--- config.mk ---
export PLATFORM = sky130hd
export DESIGN_NAME = ldw_write_port
export DESIGN_NICKNAME = d
export VERILOG_FILES = /design/src/design/ldw_pkg.sv /design/src/design/ldw_write_port.sv /design/src/design/ldw_digit_store.sv
export VERILOG_INCLUDE_DIRS = /design/src /design/src/design
export SDC_FILE = /design/constraint.sdc
export NUM_CORES = 1
export LEC_CHECK = 0
export BUFFER_PORTS_ARGS = -buffer_cell sky130_fd_sc_hd__buf_2
export CAP_MARGIN = 5
export CORE_MARGIN = 4
export CORE_UTILIZATION = 46
export DETAILED_ROUTE_END_ITERATION = 6
export GPL_ROUTABILITY_DRIVEN = 0
export GPL_TIMING_DRIVEN = 0
export PLACE_DENSITY_LB_ADDON = 0.12
export SLEW_MARGIN = 0
export SYNTH_ARGS = -nofsm -noshare
export SYNTH_HDL_FRONTEND = slang
export SYNTH_SLANG_ARGS = --single-unit
--- constraint.sdc ---
create_clock -name clk -period 5.7 [get_ports clk]
set_input_delay 0.855 -clock clk [delete_from_list [all_inputs] [get_ports clk]]
set_output_delay 0.855 -clock clk [all_outputs]
set_load 0.05 [all_outputs]
--- src/design/ldw_cfg.svh ---
// Constants of the LED display write port: field positions, reset values, counts
`ifndef LDW_CFG_SVH
`define LDW_CFG_SVH

// Control word field positions
`define LDW_CTL_SEQ_BIT    7
`define LDW_CTL_SCHEME_BIT 6
`define LDW_CTL_NODEC_BIT  5
`define LDW_CTL_POWER_BIT  4
`define LDW_CTL_BANK_BIT   3
`define LDW_CTL_ADDR_MSB   2
`define LDW_CTL_ADDR_LSB   0

// Reset values
`define LDW_CTL_RST        8'h00
`define LDW_NIB_RST        4'h0

// Scan dwell per digit in clock cycles
`define LDW_SCAN_CYCLES    1000
`define LDW_LAST_DIGIT     3'h7

`endif

--- src/design/ldw_pkg.sv ---
// Types of the LED display write port
package ldw_pkg;

    // Control word as latched from the input lines
    typedef struct packed {
        logic       seq;       // Data coming
        logic       scheme;    // High hex, low Code B
        logic       nodecode;  // High no-decode
        logic       power;     // High normal, low shutdown
        logic       bank_a;    // High bank A, low bank B
        logic [2:0] addr;      // Single-digit address
    } ldw_ctrl_t;

    // One digit of display RAM
    typedef struct packed {
        logic       dp;        // Shared decimal point
        logic [3:0] nib_b;     // Bank B, or bits 5-7 in no-decode
        logic [3:0] nib_a;     // Bank A, or bits 1-4 in no-decode
    } ldw_digit_t;

    // Data entry state
    typedef enum logic [1:0] {
        LDW_IDLE   = 2'b00,
        LDW_SEQ    = 2'b01,
        LDW_SINGLE = 2'b10
    } ldw_entry_t;

endpackage

--- src/design/ldw_write_port.sv ---
// LED display write port: control word, display RAM entry and scan
`timescale 1ns/100ps
`include "ldw_cfg.svh"
module ldw_write_port #(
    parameter int SCAN_CYCLES = `LDW_SCAN_CYCLES
) (
    input  wire logic       clk,                   // System clock
    input  wire logic       sys_rst,               // Async reset, active high
    input  wire logic       data_in_0,             // Data bit 1 / address LSB
    input  wire logic       data_in_1,             // Data bit 2 / address bit 2
    input  wire logic       data_in_2,             // Data bit 3 / address MSB
    input  wire logic       bank_sel_data_in_3,    // Data bit 4 / bank select
    input  wire logic       power_sel_data_in_4,   // Data bit 5 / power select
    input  wire logic       decode_sel_data_in_5,  // Data bit 6 / no-decode
    input  wire logic       scheme_sel_data_in_6,  // Data bit 7 / hex or Code B
    input  wire logic       seq_sel_data_in_7,     // Decimal point / data coming
    input  wire logic       reg_select,            // High control, low RAM
    input  wire logic       write_strobe,          // Write on rising edge
    output logic      [7:0] digit_drive,           // Digit 1..8 lit, active high
    output logic            segment_a_drive,       // Segment a lit
    output logic            segment_b_drive,       // Segment b lit
    output logic            segment_c_drive,       // Segment c lit
    output logic            segment_d_drive,       // Segment d lit
    output logic            segment_e_drive,       // Segment e lit
    output logic            segment_f_drive,       // Segment f lit
    output logic            segment_g_drive,       // Segment g lit
    output logic            decimal_point_drive    // Decimal point lit
);
    //--------------------------------------------------
    // Declarations
    //--------------------------------------------------
    localparam logic [15:0] SCAN_LAST = 16'(SCAN_CYCLES - 1);

    logic [7:0]          din;
    logic                strobe_prev_reg;
    logic                wr_rise;
    logic                ctrl_wr;
    logic                ram_wr;
    ldw_pkg::ldw_ctrl_t  ctrl_reg;
    ldw_pkg::ldw_ctrl_t  ctrl_next;
    ldw_pkg::ldw_entry_t entry_reg;
    ldw_pkg::ldw_entry_t entry_next;
    logic [2:0]          seq_idx_reg;
    logic [2:0]          seq_idx_next;
    logic [2:0]          tgt_idx;
    logic [7:0]          wen;
    ldw_pkg::ldw_digit_t words [8];
    logic [15:0]         scan_cnt_reg;
    logic [15:0]         scan_cnt_next;
    logic [2:0]          scan_idx_reg;
    logic [2:0]          scan_idx_next;
    ldw_pkg::ldw_digit_t cur_word;
    logic                decode_scheme_select;
    logic [7:0]          digit_reg;
    logic [7:0]          digit_next;
    logic [6:0]          seg_reg;
    logic [6:0]          seg_next;
    logic                dp_reg;
    logic                dp_next;

    // Segment pattern gfedcba for a nibble; Code B replaces 10..15
    function automatic logic [6:0] seg_lut(input logic hex, input logic [3:0] n);
        logic [6:0] s;
        s = 7'h00;
        unique case (n)
            4'h0: s = 7'h3F;
            4'h1: s = 7'h06;
            4'h2: s = 7'h5B;
            4'h3: s = 7'h4F;
            4'h4: s = 7'h66;
            4'h5: s = 7'h6D;
            4'h6: s = 7'h7D;
            4'h7: s = 7'h07;
            4'h8: s = 7'h7F;
            4'h9: s = 7'h6F;
            4'hA: s = hex ? 7'h77 : 7'h40;
            4'hB: s = hex ? 7'h7C : 7'h79;
            4'hC: s = hex ? 7'h39 : 7'h76;
            4'hD: s = hex ? 7'h5E : 7'h38;
            4'hE: s = hex ? 7'h79 : 7'h73;
            4'hF: s = hex ? 7'h71 : 7'h00;
        endcase
        return s;
    endfunction

    //--------------------------------------------------
    // Write strobe capture
    //--------------------------------------------------
    // Gather input lines; line 7 is the decimal point or data coming
    assign din = {seq_sel_data_in_7, scheme_sel_data_in_6, decode_sel_data_in_5,
                  power_sel_data_in_4, bank_sel_data_in_3, data_in_2, data_in_1, data_in_0};

    // Rising edge of the strobe, routed by register select
    assign wr_rise = write_strobe & ~strobe_prev_reg;
    assign ctrl_wr = wr_rise & reg_select;
    assign ram_wr  = wr_rise & ~reg_select;
    assign decode_scheme_select = ctrl_reg.scheme;

    // Control word and entry sequencing
    always_comb begin
        ctrl_next    = ctrl_reg;
        entry_next   = entry_reg;
        seq_idx_next = seq_idx_reg;
        if (ctrl_wr) begin
            ctrl_next    = ldw_pkg::ldw_ctrl_t'(din);
            seq_idx_next = 3'h0;
            entry_next   = din[`LDW_CTL_SEQ_BIT] ? ldw_pkg::LDW_SEQ
                                                 : ldw_pkg::LDW_SINGLE;
        end else if (ram_wr) begin
            unique case (entry_reg)
                ldw_pkg::LDW_SEQ: begin
                    seq_idx_next = seq_idx_reg + 3'h1;
                    if (seq_idx_reg == `LDW_LAST_DIGIT) begin
                        entry_next = ldw_pkg::LDW_IDLE;
                    end
                end
                ldw_pkg::LDW_SINGLE: begin
                    entry_next = ldw_pkg::LDW_IDLE;
                end
                ldw_pkg::LDW_IDLE: begin
                    entry_next = ldw_pkg::LDW_IDLE;
                end
                default: begin
                    entry_next = ldw_pkg::LDW_IDLE;
                end
            endcase
        end
    end

    // Target digit and one-hot write enable
    always_comb begin
        tgt_idx = (entry_reg == ldw_pkg::LDW_SEQ) ? seq_idx_reg : ctrl_reg.addr;
        wen     = 8'h00;
        if (ram_wr && entry_reg != ldw_pkg::LDW_IDLE) begin
            wen[tgt_idx] = 1'b1;
        end
    end

    // Capture registers
    always_ff @(posedge clk or posedge sys_rst) begin
        if (sys_rst) begin
            strobe_prev_reg <= 1'b0;
            ctrl_reg        <= ldw_pkg::ldw_ctrl_t'(`LDW_CTL_RST);
            entry_reg       <= ldw_pkg::LDW_IDLE;
            seq_idx_reg     <= 3'h0;
        end else begin
            strobe_prev_reg <= write_strobe;
            ctrl_reg        <= ctrl_next;
            entry_reg       <= entry_next;
            seq_idx_reg     <= seq_idx_next;
        end
    end

    //--------------------------------------------------
    // Display RAM
    //--------------------------------------------------
    for (genvar i = 0; i < 8; i++) begin : g_digit
        ldw_digit_store u_store (
            .clk      (clk),
            .sys_rst  (sys_rst),
            .wr_en    (wen[i]),
            .nodecode (ctrl_reg.nodecode),
            .bank_a   (ctrl_reg.bank_a),
            .wr_data  (din),
            .word     (words[i])
        );
    end

    //--------------------------------------------------
    // Scan and segment output
    //--------------------------------------------------
    assign cur_word = words[scan_idx_reg];

    // Scan timer halts in shutdown; segments from decoder or raw bits
    always_comb begin
        scan_cnt_next = scan_cnt_reg;
        scan_idx_next = scan_idx_reg;
        digit_next    = 8'h00;
        seg_next      = 7'h00;
        dp_next       = 1'b0;
        if (ctrl_reg.power) begin
            if (scan_cnt_reg == SCAN_LAST) begin
                scan_cnt_next = 16'h0000;
                scan_idx_next = scan_idx_reg + 3'h1;
            end else begin
                scan_cnt_next = scan_cnt_reg + 16'h0001;
            end
            digit_next[scan_idx_reg] = 1'b1;
            dp_next = cur_word.dp;
            if (ctrl_reg.nodecode) begin
                seg_next = {cur_word.nib_b[2:0], cur_word.nib_a};
            end else begin
                seg_next = seg_lut(decode_scheme_select,
                                   ctrl_reg.bank_a ? cur_word.nib_a : cur_word.nib_b);
            end
        end
    end

    // Output and scan registers
    always_ff @(posedge clk or posedge sys_rst) begin
        if (sys_rst) begin
            scan_cnt_reg <= 16'h0000;
            scan_idx_reg <= 3'h0;
            digit_reg    <= 8'h00;
            seg_reg      <= 7'h00;
            dp_reg       <= 1'b0;
        end else begin
            scan_cnt_reg <= scan_cnt_next;
            scan_idx_reg <= scan_idx_next;
            digit_reg    <= digit_next;
            seg_reg      <= seg_next;
            dp_reg       <= dp_next;
        end
    end

    assign digit_drive         = digit_reg;
    assign segment_a_drive     = seg_reg[0];
    assign segment_b_drive     = seg_reg[1];
    assign segment_c_drive     = seg_reg[2];
    assign segment_d_drive     = seg_reg[3];
    assign segment_e_drive     = seg_reg[4];
    assign segment_f_drive     = seg_reg[5];
    assign segment_g_drive     = seg_reg[6];
    assign decimal_point_drive = dp_reg;
endmodule // ldw_write_port

--- src/design/ldw_digit_store.sv ---
// One digit of display RAM with bank and no-decode steering
`timescale 1ns/100ps
`include "ldw_cfg.svh"
module ldw_digit_store (
    input  wire logic             clk,       // System clock
    input  wire logic             sys_rst,   // Async reset, active high
    input  wire logic             wr_en,     // Write this digit
    input  wire logic             nodecode,  // No-decode mode
    input  wire logic             bank_a,    // Bank A selected
    input  wire logic [7:0]       wr_data,   // Captured input lines
    output ldw_pkg::ldw_digit_t   word       // Stored digit
);
    ldw_pkg::ldw_digit_t word_reg;
    ldw_pkg::ldw_digit_t word_next;

    // Next word: full byte in no-decode, one nibble plus the decimal point in decoded modes
    always_comb begin
        word_next = word_reg;
        if (wr_en) begin
            word_next.dp = wr_data[7];
            if (nodecode) begin
                word_next.nib_a = wr_data[3:0];
                word_next.nib_b = {1'b0, wr_data[6:4]};
            end else if (bank_a) begin
                word_next.nib_a = wr_data[3:0];
            end else begin
                word_next.nib_b = wr_data[3:0];
            end
        end
    end

    // Storage
    always_ff @(posedge clk or posedge sys_rst) begin
        if (sys_rst) begin
            word_reg <= '{dp: 1'b0, nib_b: `LDW_NIB_RST, nib_a: `LDW_NIB_RST};
        end else begin
            word_reg <= word_next;
        end
    end

    assign word = word_reg;
endmodule // ldw_digit_store

; ---- Yosys cells after proc, flatten, opt, wreduce, memory -nomap -nowiden
; Cells that the tools add are included.
[word_totals]
output_inout_bits = 16
regBits = 120
in_bits = 12
[op_classes]
n_reduce_logical = 27
bitwise_logic = 6
addsub = 3
eq_ne = 20
mux = 33
order_cmp = 5
[op_table]
columns = operator, n
row1 = $pmux 7 s16, 1
row2 = $reduce_and 2->1, 19
row3 = $mux 7, 5
row4 = $eq 4x4->1 const B, 8
row5 = $bmux 9 s3, 1
row6 = $mux 8, 3
row7 = $mux 9, 2
row8 = $add 16x1->16 const B, 1
row9 = $eq 16x10->1 const B, 1
row10 = $eq 4x3->1 const B, 4
row11 = $mux 16, 1
row12 = $mux 4, 4
row13 = $mux 3, 5
row14 = $mux 2, 5
row15 = $eq 4x2->1 const B, 2
row16 = $lt 3x4->1 const B, 2
row17 = $reduce_bool 2->1, 4
row18 = $add 3x1->3 const B, 2
row19 = $demux 1 s3, 2
row20 = $ge 3x1->1 const B, 2
row21 = $mux 6, 1
row22 = $eq 4x1->1 const B, 1
row23 = $ge 4x4->1 const B, 1
row24 = $logic_not 4->1, 1
row25 = other kinds (9), 16

; ---- Depth between registers and ports, before layout
; Gate-level depths: netlist (run 1).
[depth]
ltp_word = 9
mapped_depth = 10

; ---- Modules after synthesis
; From an unflattened synthesis (run 1), not the netlist that was laid out.
[hier_totals]
hier_cells = 588
area_unflattened_um2 = 6411.1
[by_module_without_submodules]
columns = mod, n_inst, area_each_um2, cells_per_inst, seq_area_each_um2
row1 = ldw_digit_store, 8, 412.9, 34, 225.2
row2 = ldw_write_port, 1, 3108.0, 316, 1201.2

; ---- Worst setup path after synthesis (run 1)
; Ideal clock, no wire load.
[synth_path]
path_type = input -> register
startpoint = in write_strobe
endpoint = reg g_digit[1].u_store.word_reg, in the netlist g_digit[1].u_store.word[0]
path_buffers = 0
setup_time_ps = 125
setup_slack_ps = 3322
arrival_ps = 2253
stages = 5
t_required_ps = 5575
cell_sequence = nand2b_1 > or3_1 > or2_2 > nor2_1 > mux2_2
[synth_between]
elab_chain_len = 5
[synth_rtl]
columns = element, line
row1 = start: declaration, ldw_write_port.sv:18  ; input wire logic write_strobe,
row2 = $and 1x1->1, ldw_write_port.sv:94  ; assign wr_rise = write_strobe & ~strobe_prev_reg;
row3 = $and 1x1->1, ldw_write_port.sv:96  ; assign ram_wr = wr_rise & ~reg_select;
row4 = $logic_and 1x1->1, ldw_write_port.sv:134  ; if (ram_wr && entry_reg != ldw_pkg::LDW_IDLE) begin
row5 = $mux 8, ldw_write_port.sv:134
row6 = $reduce_and 2->1 (no source line), --
row7 = end signal: assignment, ldw_digit_store.sv:35  ; word_reg <= '{dp: 1'b0, nib_b: `LDW_NIB_RST, nib_a: `LDW_NIB_RST};
row8 = end signal: assignment, ldw_digit_store.sv:37  ; word_reg <= word_next;
row9 = end: declaration, ldw_digit_store.sv:13  ; ldw_pkg::ldw_digit_t word_reg;
; No other way between the ends.
; A chain may end at the register's enable or synchronous reset.

; ---- Worst setup path in the final report (run 1)
[layout_path]
startpoint = reg scan_idx_reg[0]
endpoint = reg seg_reg[3]
[layout_between]
elab_chain_len = 9
word_cells_on_any_way = 24
[layout_rtl]
columns = element, line
row1 = start: declaration, ldw_write_port.sv:50  ; logic [2:0] scan_idx_reg;
row2 = start signal: assignment, ldw_write_port.sv:209  ; scan_idx_reg <= scan_idx_next;
row3 = $not 3->4 (implied by the code) (*), ldw_write_port.sv:172  ; assign cur_word = words[scan_idx_reg];
row4 = $bmux 9 s3 (*), ldw_write_port.sv:172
row5 = $mux 9 (implied by the code) (*) (2 in a row), ldw_write_port.sv:172
row6 = $mux 4, ldw_write_port.sv:194  ; ctrl_reg.bank_a ? cur_word.nib_a : cur_word.nib_b);
row7 = "$eq 4x4->1, or another cell as far along", ldw_write_port.sv:65  ; unique case (n)
row8 = $pmux 7 s16, ldw_write_port.sv:65
row9 = $mux 7 (*), ldw_write_port.sv:190  ; if (ctrl_reg.nodecode) begin
row10 = $mux 7 (*), ldw_write_port.sv:181  ; if (ctrl_reg.power) begin
row11 = net seg_next[3], ldw_write_port.sv:57  ; logic [6:0] seg_next;
row12 = end signal: assignment, ldw_write_port.sv:211  ; seg_reg <= seg_next;
row13 = end: declaration, ldw_write_port.sv:56  ; logic [6:0] seg_reg;
; The timed path passes the listed nets; every way through them passes the cells marked *. The select of a mux whose other input is x is not followed.

==> results.txt, run 1 <==
Synth Instances - 486
DPL Wire Length - 8780 um
First-pass GRT wire length - 21,300 um
Pleak - 3.04 nW
R2R cell count - 10
Rows - 40
Tightest Pin Transition - 749 ps
Sequential-to-total area share from yosys stat - 52.2%
Top sig layer - met4
Drt wl/cell - 18.0 um
Max FFs per register - 72
Clk sinks - 120
CTS max path bufs - 2
Setup violations, final - 0
Fin crit period - 2810 ps
All-layer global routing usage - 19.3%
Met2 wire len - 6230 um
Most frequent cells in the layout - 120 x dfrtp_1, 59 x mux2_2, 47 x nand2_1
Cell area after synthesis - 5760 um^2
Hold Vio Cnt, Final - 0
DRC viols - 0
Status - complete, no violations
CP required - 5990 ps
Root Buffer - clkbuf_16
Total I/O pin count - 28
Max-cap viol count - 0
Layout cells sized above 1 - 27.9%
GRT overflow - 0
Drt initial violations - 362
N_diodes - 0
Unrepaired setup endpoints after global routing - no
Core ar. - 12,100 um^2
Slew HR - 49.6%
Crit share post-route - 49.3%
Vias per cell - 5.52
CP Capture Type - register
Met1 wire length - 5880 um
YS warnings - 0
Critical path arrival - 3100 ps
Routed wire length - 12,800 um
Initial Util - 47.5%
CTS buffer count - 17
Cell Pwr Density - 452 nW/um^2
Fill count - 1,024
Utilization after layout - 55.7%
Final nets - 545
Setup bufs post-CTS - 0
CTS tree - done
Vias - 3,912
Clk_lat worst skew - 410 ps
Setup_tns - 0 ps
# port buffers - 23
Largest net degree at the start of global routing - 76
Synth Register Bits - 120
CTS Hold Bufs - 0
Die height - 120 um
Area delta synth->final - 17.1%
Post-DRT Antenna Nets - 0
Post-cts repair resize count - 0
Syn Nets - 502
Netlist cell types - 55
Worst IR Drop VDD - 0.000255 V
H-tree depth - 4
Most common cell after layout, fill and taps aside - dfrtp_1
DRT Pass-1 Iters - 4
Met3 wire length - 547 um
Die X - 120 um
DIE AREA - 14,400 um^2
Synth Area per Inst - 11.8 um^2
Asr flop ratio synth - 100%
Ys flop type - dfrtp_1
Fin. max-slew vios - 0
CP Launch Type - register
Clk pin slew, worst setup/hold paths - 50 ps
Fmax achieved - 0.356 GHz
EDFF count, synth - 0
Crit Path Class - reg -> reg
Number of global-route vias before repair - 4,052
Crit path max fanout - 10
Initial antenna violation count - 0
Clock Skews - 9.43 ps
Hold WC Path Type - in -> async
-- logic make-up (layout without fill, tap and decap cells) --
family                   Yosys count  count (layout)  share of synthesized area (%)
flip-flops                       120             120                           52.2
buffers and inverters             28              83                           2.33
XOR/XNOR                          15              15                           2.28
AND/OR/NAND/NOR                  157             157                           13.3
AO/OA/AOI/OAI                     73              73                           7.67
adder cells (fa/ha/maj)            4               4                          0.870
multiplexers                      89              89                           21.4
-- critical path: stages, from the launching register on --
cell and delay, ps:
dfrtp_1 380, buf_6 150, buf_6 210, mux4_2 560, mux2i_1 380, mux2_2 320
buf_2 240, nand4_1 110, o21ai_1 100, nor2_1 60, o21a_1 170
-- area by class of cell --
class                           instances  area, um^2  share of cell area, %
Sequential cell                       120        3000                   44.6
Multi-Input combinational cell        338        2620                   38.9
Clock buffer                           25         515                   7.65
Tap cell                              168         210                   3.12
Timing Repair Buffer                   24         143                   2.12
Clock inverter                          6         111                   1.65
Buffer                                 20         104                   1.54
Inverter                                8        35.0                  0.520
-- synthesized netlist by cell type, types with 2 or more instances --
cell / n / share of area (%)
a22o_1: 2 / 0.30
nor4_1: 3 / 0.33
and3_1: 6 / 0.65
xor2_1: 8 / 1.2
dfrtp_1: 120 / 52
buf_2: 5 / 0.43
or3_1: 2 / 0.22
o21ai_1: 3 / 0.26
mux2i_1: 8 / 1.4
nor3b_1: 4 / 0.52
ha_1: 4 / 0.87
mux2i_4: 3 / 1.2
xnor2_1: 7 / 1.1
nor2b_1: 8 / 0.87
a211oi_1: 2 / 0.26
nor3_1: 10 / 0.87
a31oi_1: 2 / 0.22
mux4_2: 18 / 7.0
nand3_1: 9 / 0.78
o211ai_1: 3 / 0.39
nand2b_1: 11 / 1.2
o21ai_0: 31 / 2.7
nor2_2: 2 / 0.22
buf_1: 4 / 0.26
nand2_1: 47 / 3.1
mux2_2: 59 / 12
a21oi_1: 18 / 1.6
nor2_1: 43 / 2.8
buf_4: 2 / 0.26
buf_6: 2 / 0.39
nand4_1: 4 / 0.43
inv_1: 7 / 0.46
clkbuf_1: 7 / 0.46
-- final timing paths --
check / startpoint / to / slack (ps)
setup / recovery: scan_idx_reg[0] / seg_reg[3] / 2890
hold reg to reg: g_digit[1].u_store.word[8] / g_digit[1].u_store.word[8] / 480
hold / removal: sys_rst / entry_reg[1] / 470
min in group clk: g_digit[1].u_store.word[8] / g_digit[1].u_store.word[8] / 480
setup reg to reg: scan_idx_reg[0] / seg_reg[3] / 2890
max in group asynchronous: sys_rst / g_digit[4].u_store.word[7] / 4540
-- through the flow --
step	hold WS (ps)	setup slack [ps]	power [mW]	std cells	cell area (um^2)
floorplan	444	1660	1.75	486	5760
global placement	456	403	1.91	677	6080
detailed placement	468	2810	1.93	678	6110
CTS	463	2900	3.07	709	6740
global route	484	2740	3.21	709	6740
finish	465	2890	3.05	709	6740
-- metal layers --
layer / vias to the layer above / global-route usage [%]
met1: 1982 / 25.9
met3: 9 / 4.62
li1: 1833 / -
met5: - / 0
met2: 88 / 31.0
met4: 0 / 6.73
-- report_power, final --
part / internal, mW / switching, mW
clock: 0.755 / 0.364
sequential: 1.04 / 0.108
combinational: 0.330 / 0.452
Power figures use the tool's default switching activity.
==> run 2, diff against run 1 <==
==> constraint.sdc (replaced) <==
create_clock -name clk -period 2.6 [get_ports clk]
set_input_delay 0.39 -clock clk [delete_from_list [all_inputs] [get_ports clk]]
set_output_delay 0.39 -clock clk [all_outputs]
set_load 0.05 [all_outputs]
==> run 2 against run 1 <==
  * First-iteration DRC count fell by 33%
  * Count of clock-buffer cells in the layout fell by 1
  * Critical path depth fell by 2
  * Combinational power rose by 130%
  * Worst setup slack got worse by 2800 ps
  * Register-to-register slack got worse by 2800 ps
  * Global-route usage rose by 0.072 points
  * Flip-flop and latch count did not move
  * Critical endpoint is now seg_reg[0]
  * Highest routed layer unchanged
==> results.txt, run 2 (same netlist as run 1, synthesis figures left out) <==
Slew HR - 36.8% (-13 points)
Hold depth - 1
Layout cells sized above 1 - 29.6% (+1.7 points)
Biggest cell delay along the critical path - 560 ps (about the same)
Clk_lat worst skew - 410 ps (about the same)
Most frequent cells in the layout - 119 x dfrtp_1, 57 x mux2_2, 47 x nand2_1
Post-route setup slack - 68.9 ps (-2820 ps)
Crit share post-route - 97.3% (+48 points)
DRC viols - 0 (unchanged)
Worst IR Drop VDD - 0.000487 V (+91%)
Place WS - -190 ps (-3000 ps)
Core ar. - 12,100 um^2 (unchanged)
CP Capture Type - register
Cell Pwr Density - 998 nW/um^2 (+120%)
DRT Pass-1 Iters - 4 (unchanged)
Die height - 120 um (unchanged)
# port buffers - 23 (unchanged)
Total Power - 6.85 mW (+120%)
Status - complete, no violations
Initial antenna violation count - 0 (unchanged)
Setup violations, final - 0 (unchanged)
Drt initial violations - 242 (-33%)
CTS tree - done
First-pass GRT wire length - 21,200 um (-0.49%)
Fin Hold WS - 119 ps (-346 ps)
DIE AREA - 14,400 um^2 (unchanged)
All-layer global routing usage - 19.4% (+0.072 points)
R2R cell count - 8 (-2)
Fin crit period - 2530 ps (-278 ps)
Tightest Pin Transition - 946 ps (+197 ps)
Rows - 40 (unchanged)
Total I/O pin count - 28 (unchanged)
Initial Util - 47.5% (unchanged)
Hold Crit Start - write_strobe
Fin. max-slew vios - 0 (unchanged)
Clk sinks - 120 (unchanged)
Number of global-route vias before repair - 3,930 (-3.0%)
R2R Setup Slk - 70 ps (-2820 ps)
GRT overflow - 0 (unchanged)
Most common cell after layout, fill and taps aside - dfrtp_1
Hold Vio Cnt, Final - 0 (unchanged)
Area delta synth->final - 19.2%
Crit path max fanout - 10 (unchanged)
CTS buffer count - 17 (unchanged)
N_diodes - 0 (unchanged)
WHS Endpoint - strobe_prev_reg
Pleak - 3.09 nW (+1.8%)
Largest net degree at the start of global routing - 44 (-42%)
Worst path cell trace - buf_6 > buf_12 > mux4_2 > mux2i_4 > mux2_4 > and2_1 > nor4_4 > o41ai_2
Hold WC Path Type - in -> reg
DPL Wire Length - 8890 um (+1.2%)
Die X - 120 um (unchanged)
Final nets - 550 (+0.92%)
Routed wire length - 12,800 um (+0.30%)
CTS Hold Bufs - 0 (unchanged)
Max FFs per register - 72 (unchanged)
Worst R2R Start - scan_idx_reg[0]
Worst r2r dst - seg_reg[0]
Setup_tns - 0 ps (unchanged)
Root Buffer - clkbuf_16
Fmax achieved - 0.395 GHz (+11%)
CP max-delay cell - mux4_2
Max-cap viol count - 0 (unchanged)
Critical path arrival - 2820 ps (-280 ps)
CP Launch Type - register
H-tree depth - 4 (unchanged)
Vias per cell - 5.52 (about the same)
Drt wl/cell - 17.9 um (-0.54%)
Crit Path Class - reg -> reg
Clock Skews - 4.59 ps (-4.84 ps)
Vias - 3,946 (+0.87%)
CTS max path bufs - 2 (unchanged)
Clk pin slew, worst setup/hold paths - 50 ps (about the same)
CP required - 2890 ps (-3100 ps)
Post-DRT Antenna Nets - 0 (unchanged)
==> run 2: routing by layer <==
layer | routed length (um) | track usage (%)
met2 | 6170 | 30.3
met4 | 153 | 6.66
met5 | 0 | 0
met1 | 5880 | 26.5
met3 | 622 | 5.04
==> run 2: worst max path at each step <==
stage	startpoint	end	cells after the start
floorplan	scan_idx_reg[0]	seg_reg[3]	9
global placement	scan_idx_reg[0]	seg_reg[3]	10
global route	scan_idx_reg[0]	seg_reg[3]	9
finish	scan_idx_reg[0]	seg_reg[0]	8
detailed placement	scan_idx_reg[0]	seg_reg[3]	10
CTS	scan_idx_reg[1]	seg_reg[0]	8
==> run 2: stage by stage <==
step / std cells / cell area, um^2 / util, %
2_1_floorplan: 486 / 5760 / -
3_3_place_gp: 677 / 6080 / 50.2
3_5_place_dp: 679 / 6120 / 50.6
4_1_cts: 711 / 6790 / 56.1
5_1_grt: 715 / 6860 / 56.7
6_report: 715 / 6860 / 56.7
==> run 2: worst max-delay path: cells and delay by family (launching register included) <==
family / cells / cell delay (ps)
buffers and inverters: 2 / 330
multiplexers: 3 / 1050
AO/OA/AOI/OAI: 1 / 360
flip-flops: 1 / 360
AND/OR/NAND/NOR: 2 / 300
==> run 2: area by class of cell <==
class / instances / area, um^2
Clock inverter: 8 / 140
Clock buffer: 24 / 502
Tap cell: 168 / 210
Inverter: 8 / 33.8
Multi-Input combinational cell: 338 / 2670
Buffer: 20 / 121
Sequential cell: 120 / 3000
Fill cell: 1038 / 5250
Timing Repair Buffer: 29 / 185
==> run 2: timing repair <==
action | in CTS | in global routing
endpoints found under the setup margin | 6 | 9
buffers inserted | 0 | 4
resized for setup | 6 | 10
==> run 2: power by group <==
group,switching (mW),internal (mW),total [mW]
clock,0.792,1.72,2.52
combinational,1.02,0.805,1.82
sequential,0.237,2.27,2.51
